==> config.mk <==
export PLATFORM = sky130hd
export DESIGN_NAME = socket_send_command_handler
export DESIGN_NICKNAME = d
export VERILOG_FILES = /design/src/core/sock_cmd_pkg.sv /design/src/core/keepalive_timer.sv /design/src/core/socket_send_command_handler.sv
export SDC_FILE = /design/constraint.sdc
export NUM_CORES = 1
export LEC_CHECK = 0
export BUFFER_PORTS_ARGS = -buffer_cell sky130_fd_sc_hd__buf_2
export CAP_MARGIN = 20
export CORE_ASPECT_RATIO = 0.7
export CORE_UTILIZATION = 51
export DETAILED_ROUTE_END_ITERATION = 6
export GPL_TIMING_DRIVEN = 0
export PLACE_DENSITY_LB_ADDON = 0.12
export SYNTH_ARGS = -nofsm -noshare
export SYNTH_HDL_FRONTEND = slang
export SYNTH_HIERARCHICAL = 1
export SYNTH_SLANG_ARGS = --single-unit
==> constraint.sdc <==
create_clock -name clk -period 3.6 [get_ports clk]
set_input_delay 0.18 -clock clk [delete_from_list [all_inputs] [get_ports clk]]
set_output_delay 0.18 -clock clk [all_outputs]
set_load 0.02 [all_outputs]
==> src/core/sock_cmd_pkg.sv <==
// shared constants for the socket send command handler
package sock_cmd_pkg;
  // command codes written into the command field
  localparam logic [7:0] CMD_NONE      = 8'h00;
  localparam logic [7:0] CMD_SEND      = 8'h20;
  localparam logic [7:0] CMD_SEND_HW   = 8'h21;
  localparam logic [7:0] CMD_SEND_KEEP = 8'h22;
  // protocol mode codes
  localparam logic [3:0] MODE_CLOSED   = 4'h0;
  localparam logic [3:0] MODE_TCP      = 4'h1;
  localparam logic [3:0] MODE_UDP      = 4'h2;
  localparam logic [3:0] MODE_RAW_IP   = 4'h3;
  localparam logic [3:0] MODE_RAW_FRM  = 4'h4;
  // socket state code forced on timeout, and the reset value
  localparam logic [7:0] STATE_CLOSED  = 8'h00;
  localparam logic [7:0] STATE_RESET   = 8'h00;
  // interrupt flag positions and reset value
  localparam int         FLAG_SEND_DONE = 4;
  localparam int         FLAG_TIMEOUT   = 3;
  localparam logic [7:0] FLAGS_RESET    = 8'h00;
  // buffer and timing defaults
  localparam int         FREE_W         = 16;
  localparam logic [15:0] TX_BUF_BYTES  = 16'h0800;
  localparam int         KEEP_CYCLES    = 1000;
  // send sequencer states
  typedef enum logic [2:0] {
    ST_IDLE     = 3'b000,
    ST_RESOLVE  = 3'b001,
    ST_XMIT     = 3'b010,
    ST_CREDIT   = 3'b011,
    ST_WAIT_ACK = 3'b100
  } send_state_t;
endpackage

==> src/core/keepalive_timer.sv <==
// periodic tick generator for keep-alive segments
`timescale 1ns/1ps
module keepalive_timer #(
  parameter int PERIOD = sock_cmd_pkg::KEEP_CYCLES
) (
  // clock and reset
  input  wire logic clk,
  input  wire logic rst_n,
  // control
  input  wire logic run,
  // tick out
  output logic      tick
);
  import sock_cmd_pkg::*;
  localparam int         CW   = $clog2(PERIOD + 1);
  localparam logic [CW-1:0] LAST = CW'(PERIOD - 1);

  logic [CW-1:0] cnt_q;   // cycles since last tick
  logic [CW-1:0] cnt_d;
  logic          tick_q;  // registered tick
  wire           wrap = run && (cnt_q == LAST);

  // restart from zero whenever stopped, so the first tick is a full period after start
  assign cnt_d = !run ? '0 : (wrap ? '0 : cnt_q + CW'(1));

  // counter and tick flops
  always_ff @(posedge clk or negedge rst_n) begin
    if (!rst_n) begin
      cnt_q  <= '0;
      tick_q <= 1'b0;
    end else begin
      cnt_q  <= cnt_d;
      tick_q <= wrap;
    end
  end

  assign tick = tick_q;
endmodule

==> src/core/socket_send_command_handler.sv <==
// per-socket send command handler: send, send to known hw address, keep-alive
`timescale 1ns/1ps
module socket_send_command_handler #(
  parameter int KEEP_PERIOD = sock_cmd_pkg::KEEP_CYCLES,
  parameter logic [15:0] TX_BUF = sock_cmd_pkg::TX_BUF_BYTES
) (
  // clock and reset
  input  wire logic        clk,
  input  wire logic        rst_n,
  // host command field
  input  wire logic        cmd_wr,
  input  wire logic [7:0]  cmd_wdata,
  output logic      [7:0]  cmd_field,
  // socket configuration
  input  wire logic [3:0]  proto_mode,
  input  wire logic [15:0] tx_len,
  input  wire logic [47:0] dest_hw_addr,
  // socket state, loaded by the rest of the controller
  input  wire logic        state_load,
  input  wire logic [7:0]  state_wdata,
  output logic      [7:0]  socket_state,
  // interrupt flags, write one to clear
  input  wire logic [7:0]  flags_clr,
  output logic      [7:0]  socket_interrupt_flags,
  // free size counter
  output logic      [15:0] tx_free_size,
  // protocol engine side
  output logic             resolve_req,
  input  wire logic        resolve_done,
  output logic             xmit_req,
  output logic      [47:0] xmit_hw_addr,
  output logic      [15:0] xmit_len,
  input  wire logic        xmit_done,
  input  wire logic        peer_ack,
  input  wire logic        ack_timeout,
  output logic             keepalive_active,
  output logic             keepalive_req
);
  import sock_cmd_pkg::*;

  // state
  send_state_t st_q, st_d;        // send sequencer
  logic [7:0]  cmd_q;             // visible command field
  logic [7:0]  flags_q;           // sticky interrupt flags
  logic [7:0]  sock_st_q;         // socket state
  logic [15:0] free_q;            // transmit free size
  logic [15:0] len_q;             // bytes of the send in flight
  logic [47:0] hw_q;              // hw address captured at accept
  logic        keep_q;            // keep-alive running
  logic        keep_tick;         // period tick

  // saturating add, used by both credit paths
  function automatic logic [15:0] credit(input logic [15:0] f, input logic [15:0] n, input logic [15:0] lim);
    logic [16:0] s;
    s = {1'b0, f} + {1'b0, n};
    credit = (s > {1'b0, lim}) ? lim : s[15:0];
  endfunction

  // mode decode
  wire is_tcp    = (proto_mode == MODE_TCP);
  wire is_udp    = (proto_mode == MODE_UDP);
  wire is_raw_ip = (proto_mode == MODE_RAW_IP);
  wire is_raw_fr = (proto_mode == MODE_RAW_FRM);
  wire has_cmd   = (cmd_q != CMD_NONE);
  wire idle      = (st_q == ST_IDLE);

  // command decode; send commands in the wrong mode or while busy are dropped, keep-alive only in the wrong mode
  wire acc_send = has_cmd && idle && (cmd_q == CMD_SEND) && (is_tcp || is_udp || is_raw_ip || is_raw_fr);
  wire acc_hw   = has_cmd && idle && (cmd_q == CMD_SEND_HW) && (is_udp || is_raw_ip);
  wire acc_keep = has_cmd && (cmd_q == CMD_SEND_KEEP) && is_tcp;
  wire acc_any  = acc_send || acc_hw;

  // completion events inside the sequencer
  wire done_evt  = (st_q == ST_XMIT) && xmit_done;
  wire ack_evt   = (st_q == ST_WAIT_ACK) && peer_ack && !ack_timeout;
  wire to_evt    = (st_q == ST_WAIT_ACK) && ack_timeout;
  wire credit_ev = (st_q == ST_CREDIT) || ack_evt;
  wire [15:0] credit_sum = credit(free_q, len_q, TX_BUF);
  wire [15:0] debit_val  = (tx_len > free_q) ? 16'h0000 : (free_q - tx_len);

  // sequencer next state
  always_comb begin
    st_d = st_q;
    unique case (st_q)
      ST_IDLE: begin
        if (acc_hw) begin
          st_d = ST_XMIT;
        end else if (acc_send) begin
          st_d = is_raw_fr ? ST_XMIT : ST_RESOLVE;
        end
      end
      ST_RESOLVE: begin
        if (resolve_done) begin
          st_d = ST_XMIT;
        end
      end
      ST_XMIT: begin
        if (xmit_done) begin
          st_d = is_tcp ? ST_WAIT_ACK : ST_CREDIT;
        end
      end
      ST_CREDIT: begin
        st_d = ST_IDLE;
      end
      ST_WAIT_ACK: begin
        if (peer_ack || ack_timeout) begin
          st_d = ST_IDLE;
        end
      end
      default: begin
        st_d = ST_IDLE;
      end
    endcase
  end

  // sequencer and send context
  always_ff @(posedge clk or negedge rst_n) begin
    if (!rst_n) begin
      st_q  <= ST_IDLE;
      len_q <= 16'h0000;
      hw_q  <= 48'h000000000000;
    end else begin
      st_q <= st_d;
      if (acc_any) begin
        len_q <= tx_len;
        hw_q  <= dest_hw_addr;
      end
    end
  end

  // command field: host write lands, then clears the cycle after decode
  always_ff @(posedge clk or negedge rst_n) begin
    if (!rst_n) begin
      cmd_q <= CMD_NONE;
    end else if (cmd_wr) begin
      cmd_q <= cmd_wdata;
    end else if (has_cmd) begin
      cmd_q <= CMD_NONE;
    end
  end

  // sticky flags; a set in the same cycle as a clear wins
  wire [7:0] flag_set = ({7'h00, done_evt} << FLAG_SEND_DONE) | ({7'h00, to_evt} << FLAG_TIMEOUT);
  always_ff @(posedge clk or negedge rst_n) begin
    if (!rst_n) begin
      flags_q <= FLAGS_RESET;
    end else begin
      flags_q <= (flags_q & ~flags_clr) | flag_set;
    end
  end

  // socket state; timeout forces closed over any load
  always_ff @(posedge clk or negedge rst_n) begin
    if (!rst_n) begin
      sock_st_q <= STATE_RESET;
    end else if (to_evt) begin
      sock_st_q <= STATE_CLOSED;
    end else if (state_load) begin
      sock_st_q <= state_wdata;
    end
  end

  // free size: debit at accept, credit after done flag or on ack
  always_ff @(posedge clk or negedge rst_n) begin
    if (!rst_n) begin
      free_q <= TX_BUF;
    end else if (acc_any) begin
      free_q <= debit_val;
    end else if (credit_ev) begin
      free_q <= credit_sum;
    end
  end

  // keep-alive run bit; stops when the socket leaves tcp or times out
  always_ff @(posedge clk or negedge rst_n) begin
    if (!rst_n) begin
      keep_q <= 1'b0;
    end else if (to_evt || !is_tcp) begin
      keep_q <= 1'b0;
    end else if (acc_keep) begin
      keep_q <= 1'b1;
    end
  end

  // period source for repeated keep-alive segments
  keepalive_timer #(
    .PERIOD (KEEP_PERIOD)
  ) u_keep (
    .clk   (clk),
    .rst_n (rst_n),
    .run   (keep_q),
    .tick  (keep_tick)
  );

  // outputs
  assign cmd_field              = cmd_q;
  assign socket_state           = sock_st_q;
  assign socket_interrupt_flags = flags_q;
  assign tx_free_size           = free_q;
  assign resolve_req            = (st_q == ST_RESOLVE);
  assign xmit_req               = (st_q == ST_XMIT);
  assign xmit_hw_addr           = hw_q;
  assign xmit_len               = len_q;
  assign keepalive_active       = keep_q;
  assign keepalive_req          = keep_q && keep_tick;

  // cycles since the last keep-alive pulse, only read by the repeat check
  localparam int GW = $clog2(KEEP_PERIOD + 2);
  logic [GW-1:0] gap_q;           // restarts on every pulse or while stopped

  // gap counter; wide enough to reach KEEP_PERIOD + 1 so a missing pulse shows before it wraps
  always_ff @(posedge clk or negedge rst_n) begin
    if (!rst_n) begin
      gap_q <= '0;
    end else if (!keep_q || keepalive_req) begin
      gap_q <= '0;
    end else begin
      gap_q <= gap_q + GW'(1);
    end
  end
endmodule

==> key figures, run 1 <==
CTS
  • Root Buffer: clkbuf_16
  • Clock buffer depth: 2
  • CTS tree: built
  • CTS Buf Count: 17
  • CTS clk-pin slew, worst paths: 0.06 ns
  • Clock Sinks: 119
  • H-Tree Depth: 4
  • Latest clock arrival within the worst-skew pair: 0.41 ns

Floorplan
  • Core area: 0.0119 mm^2
  • I/O pin count: 208
  • Site Rows: 33
  • Die ar.: 0.0128 mm^2
  • DIE HEIGHT: 95.0 um
  • Die width: 135 um
  • Initial Utilization: 0.532

Detailed routing
  • WL met1: 8600 um
  • DR WL met3: 1420 um
  • Initial drt markers: 412
  • # DRC: 0
  • Vias post-DR: 6435
  • Uppermost layer routed: met4
  • Post-route ant nets: 0
  • DR WL met2: 9860 um
  • Detailed Routing Iterations Pass 1: 5
  • DR WL/cell: 17.7 um
  • Vias per inst: 5.59
  • WL final: 20300 um

Worst hold path
  • Worst Hold Path EP: st_q[2]
  • Worst Hold Class: in -> reg
  • Hold Crit Depth: 2
  • Hold wc startpoint: peer_ack

Pwr
  • PwrDens: 662 mW/mm^2
  • Pleak: 0.00463 uW
  • Peak supply drop: 384 uV

Job
  • Max capacitance violation total: 0

Logic synthesis
  • Seq cells post-synth: 119
  • Synth Area per Inst: 9.14 um^2
  • Cells after Synth: 689
  • Synthesized area: 0.00630 mm^2
  • Synth Net Count: 824
  • Number of synthesized flops with an enable pin: 0
  • Distinct cells, synth: 62
  • Yosys Warn Count: 6
  • Synth Flop Type: dfrtp_1
  • Async S/R FF share, synth: 1.00
  • Sequential cell area fraction in the yosys report: 0.473

STA
  • Fin crit share: 0.945
  • Final Slew Violations: 0
  • Final min period: 3.40 ns
  • Headroom to the max-slew limit: 0.368
  • Hold violation total from the final report: 0
  • Fmax: 0.294 GHz
  • Slew @ Worst Pin: 0.949 ns
  • Hold WS: 0.0205 ns
  • Clk_skew: 0.0125 ns
  • Final setup fails: 0
  • Sum Neg Setup Slack: 0 ns
  • RSZ-0062 raised after global routing: false

Critical path
  • WP buf/inv: 0
  • Origin of the critical flop-to-flop path: tx_free_size[0]
  • CP endpoint kind: flop
  • Top Family by Delay on Critical Path: compound AO/OA/AOI/OAI gates
  • Reg2Reg Setup Slack: 0.20 ns
  • Max stage delay on crit path: 0.47 ns
  • FF-to-FF path depth: 9
  • CP required: 3.89 ns
  • WS Path Type: reg -> reg
  • Critical path data arrival time: 3.70 ns
  • Largest driver fanout on the critical path: 6
  • Crit path launch type: flop
  • FF-to-FF End: tx_free_size[0]
  • Max stage delay cell, worst path: fa_1
  • CP cell instances: ha_1, fa_1, a211oi_2, o21ai_1, a221oi_2, o221ai_1, mux2i_1, nand3_2, o31ai_1

Cells and area
  • Multi-input logic area: 0.00313 mm^2
  • Share of layout cells above drive strength 1: 0.257
  • FF+latch area: 0.00298 mm^2
  • Final Util: 0.744
  • Number of nets in the layout: 1116
  • Filler cells: 812
  • Layout overhead on the synthesized area: 39.9%
  • ANT cells: 0

Global route
  • Antenna violations before repair: 0
  • Largest net degree at the start of global routing: 86
  • Vias in the first global route: 6433
  • Total grt overflow: 0
  • Total GRT Usage: 0.330
  • First-pass GRT wire length: 32400 um

Place
  • Port bufs: 206
  • DP HPWL: 13300 um
  • GP Congestion: 0.823

Outcome
  • Status: completed
==> logic make-up (layout without fill, tap and decap cells) <==
| kind of cell | after synthesis | after routing | synth area share |
|---|---|---|---|
| and+or+nand+nor | 302 | 302 | 0.219 |
| AOI/OAI and AO/OA | 146 | 146 | 0.153 |
| DFF | 119 | 119 | 0.473 |
| buffers and inverters | 50 | 355 | 0.0298 |
| adders and majority gates | 35 | 35 | 0.0719 |
| xor gates and xnor gates | 28 | 28 | 0.0389 |
| muxes | 9 | 9 | 0.0143 |
==> where the power goes <==
part           total, uW  switching, uW  internal, uW
registers           1860            235          1620
logic               2260           1430           833
clock network       1720            679          1040
==> worst reg2reg max path, cell delays in order (launching register included) <==
cell	delay [ns]
dfrtp_1	0.42
ha_1	0.26
fa_1	0.47
a211oi_2	0.34
o21ai_1	0.20
a221oi_2	0.41
o221ai_1	0.19
mux2i_1	0.41
nand3_2	0.26
o31ai_1	0.33
==> per-layer routing <==
metal / vias up / global-route usage
met2: 327 / 0.551
li1: 2966 / -
met1: 3098 / 0.431
met4: 0 / 0.129
met3: 44 / 0.0548
met5: - / 0
==> cell usage in the layout (no fill, tap or decap), types with 7 or more instances in the layout <==
cell           synthesis  routed
buf_2                  0     205
nand2_1              188     188
dfrtp_1              118     118
dlygate4sd3_1          0      66
o21ai_0               44      44
nor2_1                35      35
ha_1                  33      33
inv_1                 32      32
a21oi_1               28      28
clkbuf_1              17      18
clkbuf_16              0      17
nor2b_1               15      15
xor2_1                14      14
xnor2_1               14      14
and2_1                11      11
nand4_1               11      11
mux2i_1                9       9
a22oi_1                9       9
o31ai_1                8       8
nand3_1                8       8
a211oi_1               7       7
==> worst max-delay path by stage <==
stage | from | end | slack [ns] | cells after the start
2_1_floorplan | tx_free_size[0] | tx_free_size[3] | 0.79 | 9
3_3_place_gp | tx_free_size[0] | tx_free_size[1] | 0.37 | 9
3_5_place_dp | tx_free_size[0] | tx_free_size[0] | 0.32 | 9
4_1_cts | tx_free_size[0] | tx_free_size[0] | 0.26 | 9
5_1_grt | tx_free_size[0] | tx_free_size[0] | 0.05 | 9
6_report | tx_free_size[0] | tx_free_size[0] | 0.20 | 9
==> through the flow <==
| stage | cell area [um^2] | cells | worst slack [ns] | total power [uW] |
|---|---|---|---|---|
| 2_1_floorplan | 6300 | 689 | 0.790 | 3260 |
| 3_3_place_gp | 7530 | 1052 | 0.367 | 3910 |
| 3_5_place_dp | 7560 | 1053 | 0.317 | 3990 |
| 4_1_cts | 8810 | 1151 | 0.262 | 5780 |
| 5_1_grt | 8810 | 1151 | 0.0500 | 6140 |
| 6_report | 8810 | 1151 | 0.197 | 5840 |
==> flip-flops by register name (all words and copies together) (netlist names), 3 cells and up <==
name,flops
st_q,3
xmit_len,16
tx_free_size,16
xmit_hw_addr,48
u_keep/cnt_q,10
socket_state,8
socket_interrupt_flags,8
cmd_field,8
==> final cells by class <==
type / count / share of cell area
clock inverter: 14 / 0.0186
sequential: 119 / 0.338
clock buffer: 18 / 0.0487
buffer: 18 / 0.00767
timing repair buffer: 273 / 0.196
tap: 157 / 0.0223
multi-input combinational: 520 / 0.355
inverter: 32 / 0.0136
==> repair_timing <==
action,in CTS,in global routing
hold endpoints to repair,99,0
gates resized for setup,0,0
setup buffers,0,0
hold buffers,66,0
==> cells in the mapped netlist (11+ instances only) <==
cell type / n / share of area
a21oi_1: 28 / 0.022
and2_1: 11 / 0.011
clkbuf_1: 17 / 0.010
dfrtp_1: 118 / 0.47
ha_1: 33 / 0.066
inv_1: 32 / 0.019
nand2_1: 188 / 0.11
nand4_1: 11 / 0.011
nor2_1: 35 / 0.021
nor2b_1: 15 / 0.015
o21ai_0: 44 / 0.035
xnor2_1: 14 / 0.019
xor2_1: 14 / 0.019
Power figures use the tool's default switching activity.
==> run 2, diff against run 1 <==
==> constraint.sdc (replaced) <==
create_clock -name clk -period 3.6 [get_ports clk]
set_input_delay 0.36 -clock clk [delete_from_list [all_inputs] [get_ports clk]]
set_output_delay 0.36 -clock clk [all_outputs]
set_load 0.02 [all_outputs]
==> run 2 against run 1 <==
Sequential cell count stayed put. Largest cell class unchanged. Worst hold slack better by 0.065 ns. Largest power group unchanged. Fmax is essentially flat. Clock power barely moved. Clock skew fell by 0.00082 ns. Critical path type unchanged. Design area is 7.4% lower.
==> key figures, run 2 (synthesized netlist as in run 1, its figures left out) <==
Outcome
  • Status: completed

Floorplan
  • Initial Utilization: 0.532
  • Die width: 135 um
  • Die ar.: 0.0128 mm^2
  • Site Rows: 33
  • Core area: 0.0119 mm^2
  • DIE HEIGHT: 95.0 um
  • I/O pin count: 208

Cells and area
  • Commonest non-fill, non-tap cell in the layout: buf_2
  • Layout overhead on the synthesized area: 29.6%
  • ANT cells: 0
  • Max reg flops: 48
  • Most frequent cells in the layout: buf_2 (205), nand2_1 (188), dfrtp_1 (118), o21ai_0 (44), nor2_1 (35)
  • Share of layout cells above drive strength 1: 0.274
  • Finished Layout Cells: 1086
  • Number of nets in the layout: 1051

Critical path
  • FF-to-FF path depth: 9
  • Crit path launch type: flop
  • Origin of the critical flop-to-flop path: tx_free_size[0]
  • Worst Setup SP: tx_free_size[0]
  • Max stage delay cell, worst path: fa_1
  • CP cell instances: ha_1, fa_1, a211oi_2, o21ai_1, a221oi_2, o221ai_1, mux2i_1, nand3_2, o31ai_1
  • Critical path data arrival time: 3.70 ns
  • WS Path Type: reg -> reg
  • Top Family by Delay on Critical Path: compound AO/OA/AOI/OAI gates
  • Max stage delay on crit path: 0.47 ns
  • CP endpoint kind: flop
  • WP buf/inv: 0
  • CP required: 3.90 ns
  • Largest driver fanout on the critical path: 6
  • Worst path depth: 9

Place
  • DP HPWL: 13300 um
  • Placed cells: 1053
  • GP Congestion: 0.823
  • Port bufs: 206
  • Setup Slack @ Placement: 0.317 ns

Detailed routing
  • # DRC: 0
  • Detailed Routing Iterations Pass 1: 4
  • Vias post-DR: 5881
  • Post-route ant nets: 0
  • WL final: 17800 um
  • Vias per inst: 5.42
  • DR WL/cell: 16.4 um
  • Initial drt markers: 320

Global route
  • Antenna violations before repair: 0
  • Total grt overflow: 0
  • Largest net degree at the start of global routing: 86
  • First-pass GRT wire length: 28600 um
  • Total GRT Usage: 0.290
  • Vias in the first global route: 5760

CTS
  • CTS clk-pin slew, worst paths: 0.07 ns
  • Clock buffer depth: 2
  • H-Tree Depth: 4
  • Latest clock arrival within the worst-skew pair: 0.41 ns
  • CTS tree: built
  • Root Buffer: clkbuf_16
  • Post-CTS setup buffer count: 0
  • CTS Buf Count: 17
  • Clock Sinks: 119

Pwr
  • Peak supply drop: 404 uV
  • PwrDens: 702 mW/mm^2
  • Pleak: 0.00436 uW

STA
  • RSZ-0062 raised after global routing: false
  • Fmax: 0.294 GHz
  • Slew @ Worst Pin: 0.947 ns
  • Final Slew Violations: 0
  • Clk_skew: 0.0116 ns
  • Hold violation total from the final report: 0
  • Headroom to the max-slew limit: 0.369
  • Fin crit share: 0.945
  • Sum Neg Setup Slack: 0 ns
  • Final setup fails: 0
  • Final min period: 3.40 ns
  • Worst setup margin: 0.198 ns
  • Hold WS: 0.0855 ns

Worst hold path
  • Hold wc startpoint: flags_clr[2]
  • Worst Hold Class: in -> reg
  • Hold Crit Depth: 2

Job
  • Max capacitance violation total: 0
==> run 2: cell types whose count changed in the layout (fill, tap and decap cells not counted) <==
cell,delta
dlygate4sd3_1,-65
==> run 2: layout make-up <==
type / count / area (um^2)
Tap cell: 157 / 196
Buffer: 18 / 67.6
Clock inverter: 14 / 164
Inverter: 32 / 120
Fill cell: 948 / 3690
Sequential cell: 119 / 2980
Clock buffer: 18 / 429
Timing Repair Buffer: 208 / 1070
Multi-Input combinational cell: 520 / 3130
==> run 2: worst paths after layout <==
kind                                              to  slack (ns)
max                                  tx_free_size[0]        0.20
min                        socket_interrupt_flags[2]        0.09
max reg2reg                          tx_free_size[0]        0.20
min reg2reg                         xmit_hw_addr[27]        0.46
max in group asynchronous            tx_free_size[4]        2.45
min in group asynchronous            xmit_hw_addr[5]        0.41
==> run 2: metal layers <==
metal	track usage	share of wire	vias up
met3	0.0649	0.067	20
met1	0.387	0.45	2808
li1	-	-	2839
met2	0.468	0.47	214
met5	0	0	-
met4	0.0993	0.014	0
==> run 2: what timing repair did <==
action                    in CTS  in global routing
gates resized for setup        0                  0
hold buffers                   1                  0
hold endpoints to repair      34                  0
==> run 2: metrics by stage <==
stage	area [um^2]	power, uW	util
2_1_floorplan	6300	3260	-
3_3_place_gp	7530	3910	0.635
3_5_place_dp	7560	3990	0.638
4_1_cts	8160	5720	0.689
5_1_grt	8160	6050	0.689
6_report	8160	5730	0.689
==> run 2: report_power, final <==
part / total, uW / leakage [uW] / switching [uW] / internal [uW]
clock: 1720 / 0.000286 / 680 / 1040
combinational: 2170 / 0.00249 / 1380 / 786
sequential: 1840 / 0.00158 / 222 / 1620
total: 5730 / 0.00436 / 2280 / 3450
==> run 3, diff against run 2 <==
Settings changed: REMOVE_ABC_BUFFERS from default to 1.
==> run 3 against run 2 <==
Setup slack improved by 0.13 ns. Core utilization fell by 0.33 points. Sequential share of layout area rose by 0.17 points. Final cell count fell by 1.4%. Critical path type unchanged. Sequential cell count did not move. Critical endpoint is now tx_free_size[6].
==> key figures, run 3 (synthesized netlist as in run 1, its figures left out) <==
Outcome
  • Status: completed

Cells and area
  • Commonest non-fill, non-tap cell in the layout: buf_2
  • Final Util: 0.686
  • Number of nets in the layout: 1036
  • Most frequent cells in the layout: buf_2 (206), nand2_1 (188), dfrtp_1 (118), o21ai_0 (44), nor2_1 (35)
  • Final instance area: 0.00812 mm^2
  • Layout overhead on the synthesized area: 29.0%
  • Share of layout cells above drive strength 1: 0.284
  • Max reg flops: 48

CTS
  • PostCTS Resize Cnt: 0
  • CTS hold repair buffers: 1
  • Clock buffer depth: 2
  • Latest clock arrival within the worst-skew pair: 0.41 ns
  • Clock Sinks: 119
  • CTS clk-pin slew, worst paths: 0.06 ns
  • CTS tree: built
  • CTS Buf Count: 17
  • H-Tree Depth: 4
  • Root Buffer: clkbuf_16
  • Post-CTS setup buffer count: 0

Pwr
  • Comb power frac: 0.378
  • Peak supply drop: 454 uV
  • Pint: 3430 uW
  • Pleak: 0.00434 uW
  • Switch share: 0.393
  • Sw Pwr: 2220 uW
  • PwrDens: 695 mW/mm^2
  • Clk network pwr share: 0.294
  • Flop pwr share: 0.328

Critical path
  • FF-to-FF path depth: 9
  • CP required: 3.90 ns
  • Crit path launch type: flop
  • Largest driver fanout on the critical path: 6
  • CP endpoint kind: flop
  • Critical path data arrival time: 3.57 ns
  • WS Path Type: reg -> reg

STA
  • Slew @ Worst Pin: 1.00 ns
  • Clk_skew: 0.0102 ns
  • Final min period: 3.27 ns
  • Fin crit share: 0.909
  • RSZ-0062 raised after global routing: false
  • Final setup fails: 0
  • Hold violation total from the final report: 0
  • Fmax: 0.306 GHz
  • Final Slew Violations: 0
  • Sum Neg Setup Slack: 0 ns
  • Headroom to the max-slew limit: 0.333

Place
  • Port bufs: 207
  • DP HPWL: 12600 um
  • Placed instance area: 0.00754 mm^2
  • GP Congestion: 0.894

Floorplan
  • Site Rows: 33
  • Initial Utilization: 0.532
  • Die ar.: 0.0128 mm^2
  • DIE HEIGHT: 95.0 um
  • Core area: 0.0119 mm^2
  • Die width: 135 um
  • I/O pin count: 208

Detailed routing
  • DR WL/cell: 15.8 um
  • Post-route ant nets: 0
  • Detailed Routing Iterations Pass 1: 5
  • Vias post-DR: 5751
  • Vias per inst: 5.37
  • WL final: 16900 um
  • Initial drt markers: 273
  • # DRC: 0

Job
  • Max capacitance violation total: 0

Global route
  • Total grt overflow: 0
  • First-pass GRT wire length: 26900 um
  • Antenna violations before repair: 0
  • Total GRT Usage: 0.275
  • Vias in the first global route: 5375
  • Largest net degree at the start of global routing: 85

Worst hold path
  • Worst Hold Class: in -> reg
  • Hold Crit Depth: 2
run 3: layer usage:
layer,up-vias,track usage,wire (um)
met4,0,0.0768,238
met5,-,0,0
met3,22,0.0864,1360
met2,235,0.407,7380
met1,2696,0.387,7960
li1,2798,-,-
run 3: layout make-up:
type | count | area [um^2]
clock buffer | 17 | 425
clock inverter | 14 | 150
inverter | 32 | 120
tap | 157 | 196
sequential | 119 | 2980
fill | 984 | 3730
multi-input combinational | 520 | 3140
timing repair buffer | 211 | 1110
antenna | 1 | 2.50
run 3: per-stage QoR:
step                      total power (uW)  cells  hold slack, ns  setup WS [ns]
after global placement                3920   1035           0.445          -1.00
after detailed placement              3980   1038           0.354          0.311
after global routing                  6000   1070          0.0721          0.112
final                                 5650   1071          0.0858          0.329
after floorplan                       3250    671          0.0644          0.343
after CTS                             5670   1070          0.0732          0.370
run 3: worst max-delay path: stages (launching register included):
cell and delay, ns:
dfrtp_1 0.42, ha_1 0.26, fa_1 0.45, a211oi_2 0.34
o21ai_1 0.19, a221oi_2 0.34, o221ai_1 0.17, mux2i_1 0.39
nand3_2 0.26, o31ai_1 0.34
run 3: final timing paths:
| kind | from | to | slack [ns] |
|---|---|---|---|
| min | flags_clr[1] | socket_interrupt_flags[1] | 0.09 |
| max reg2reg | tx_free_size[0] | tx_free_size[6] | 0.33 |
| min in group asynchronous | rst_n | tx_free_size[6] | 0.46 |
| max in group asynchronous | rst_n | tx_free_size[11] | 2.40 |
| max | tx_free_size[0] | tx_free_size[6] | 0.33 |
| min reg2reg | xmit_hw_addr[38] | xmit_hw_addr[38] | 0.46 |
run 3: power groups by stage:
stage                     Clock (uW)  Sequential [uW]  Combinational [uW]
after floorplan                    0             2170                1080
after global placement             0             1860                2060
after detailed placement           0             1870                2110
after CTS                       1690             1850                2120
after global routing            1760             1890                2340
final                           1660             1850                2130
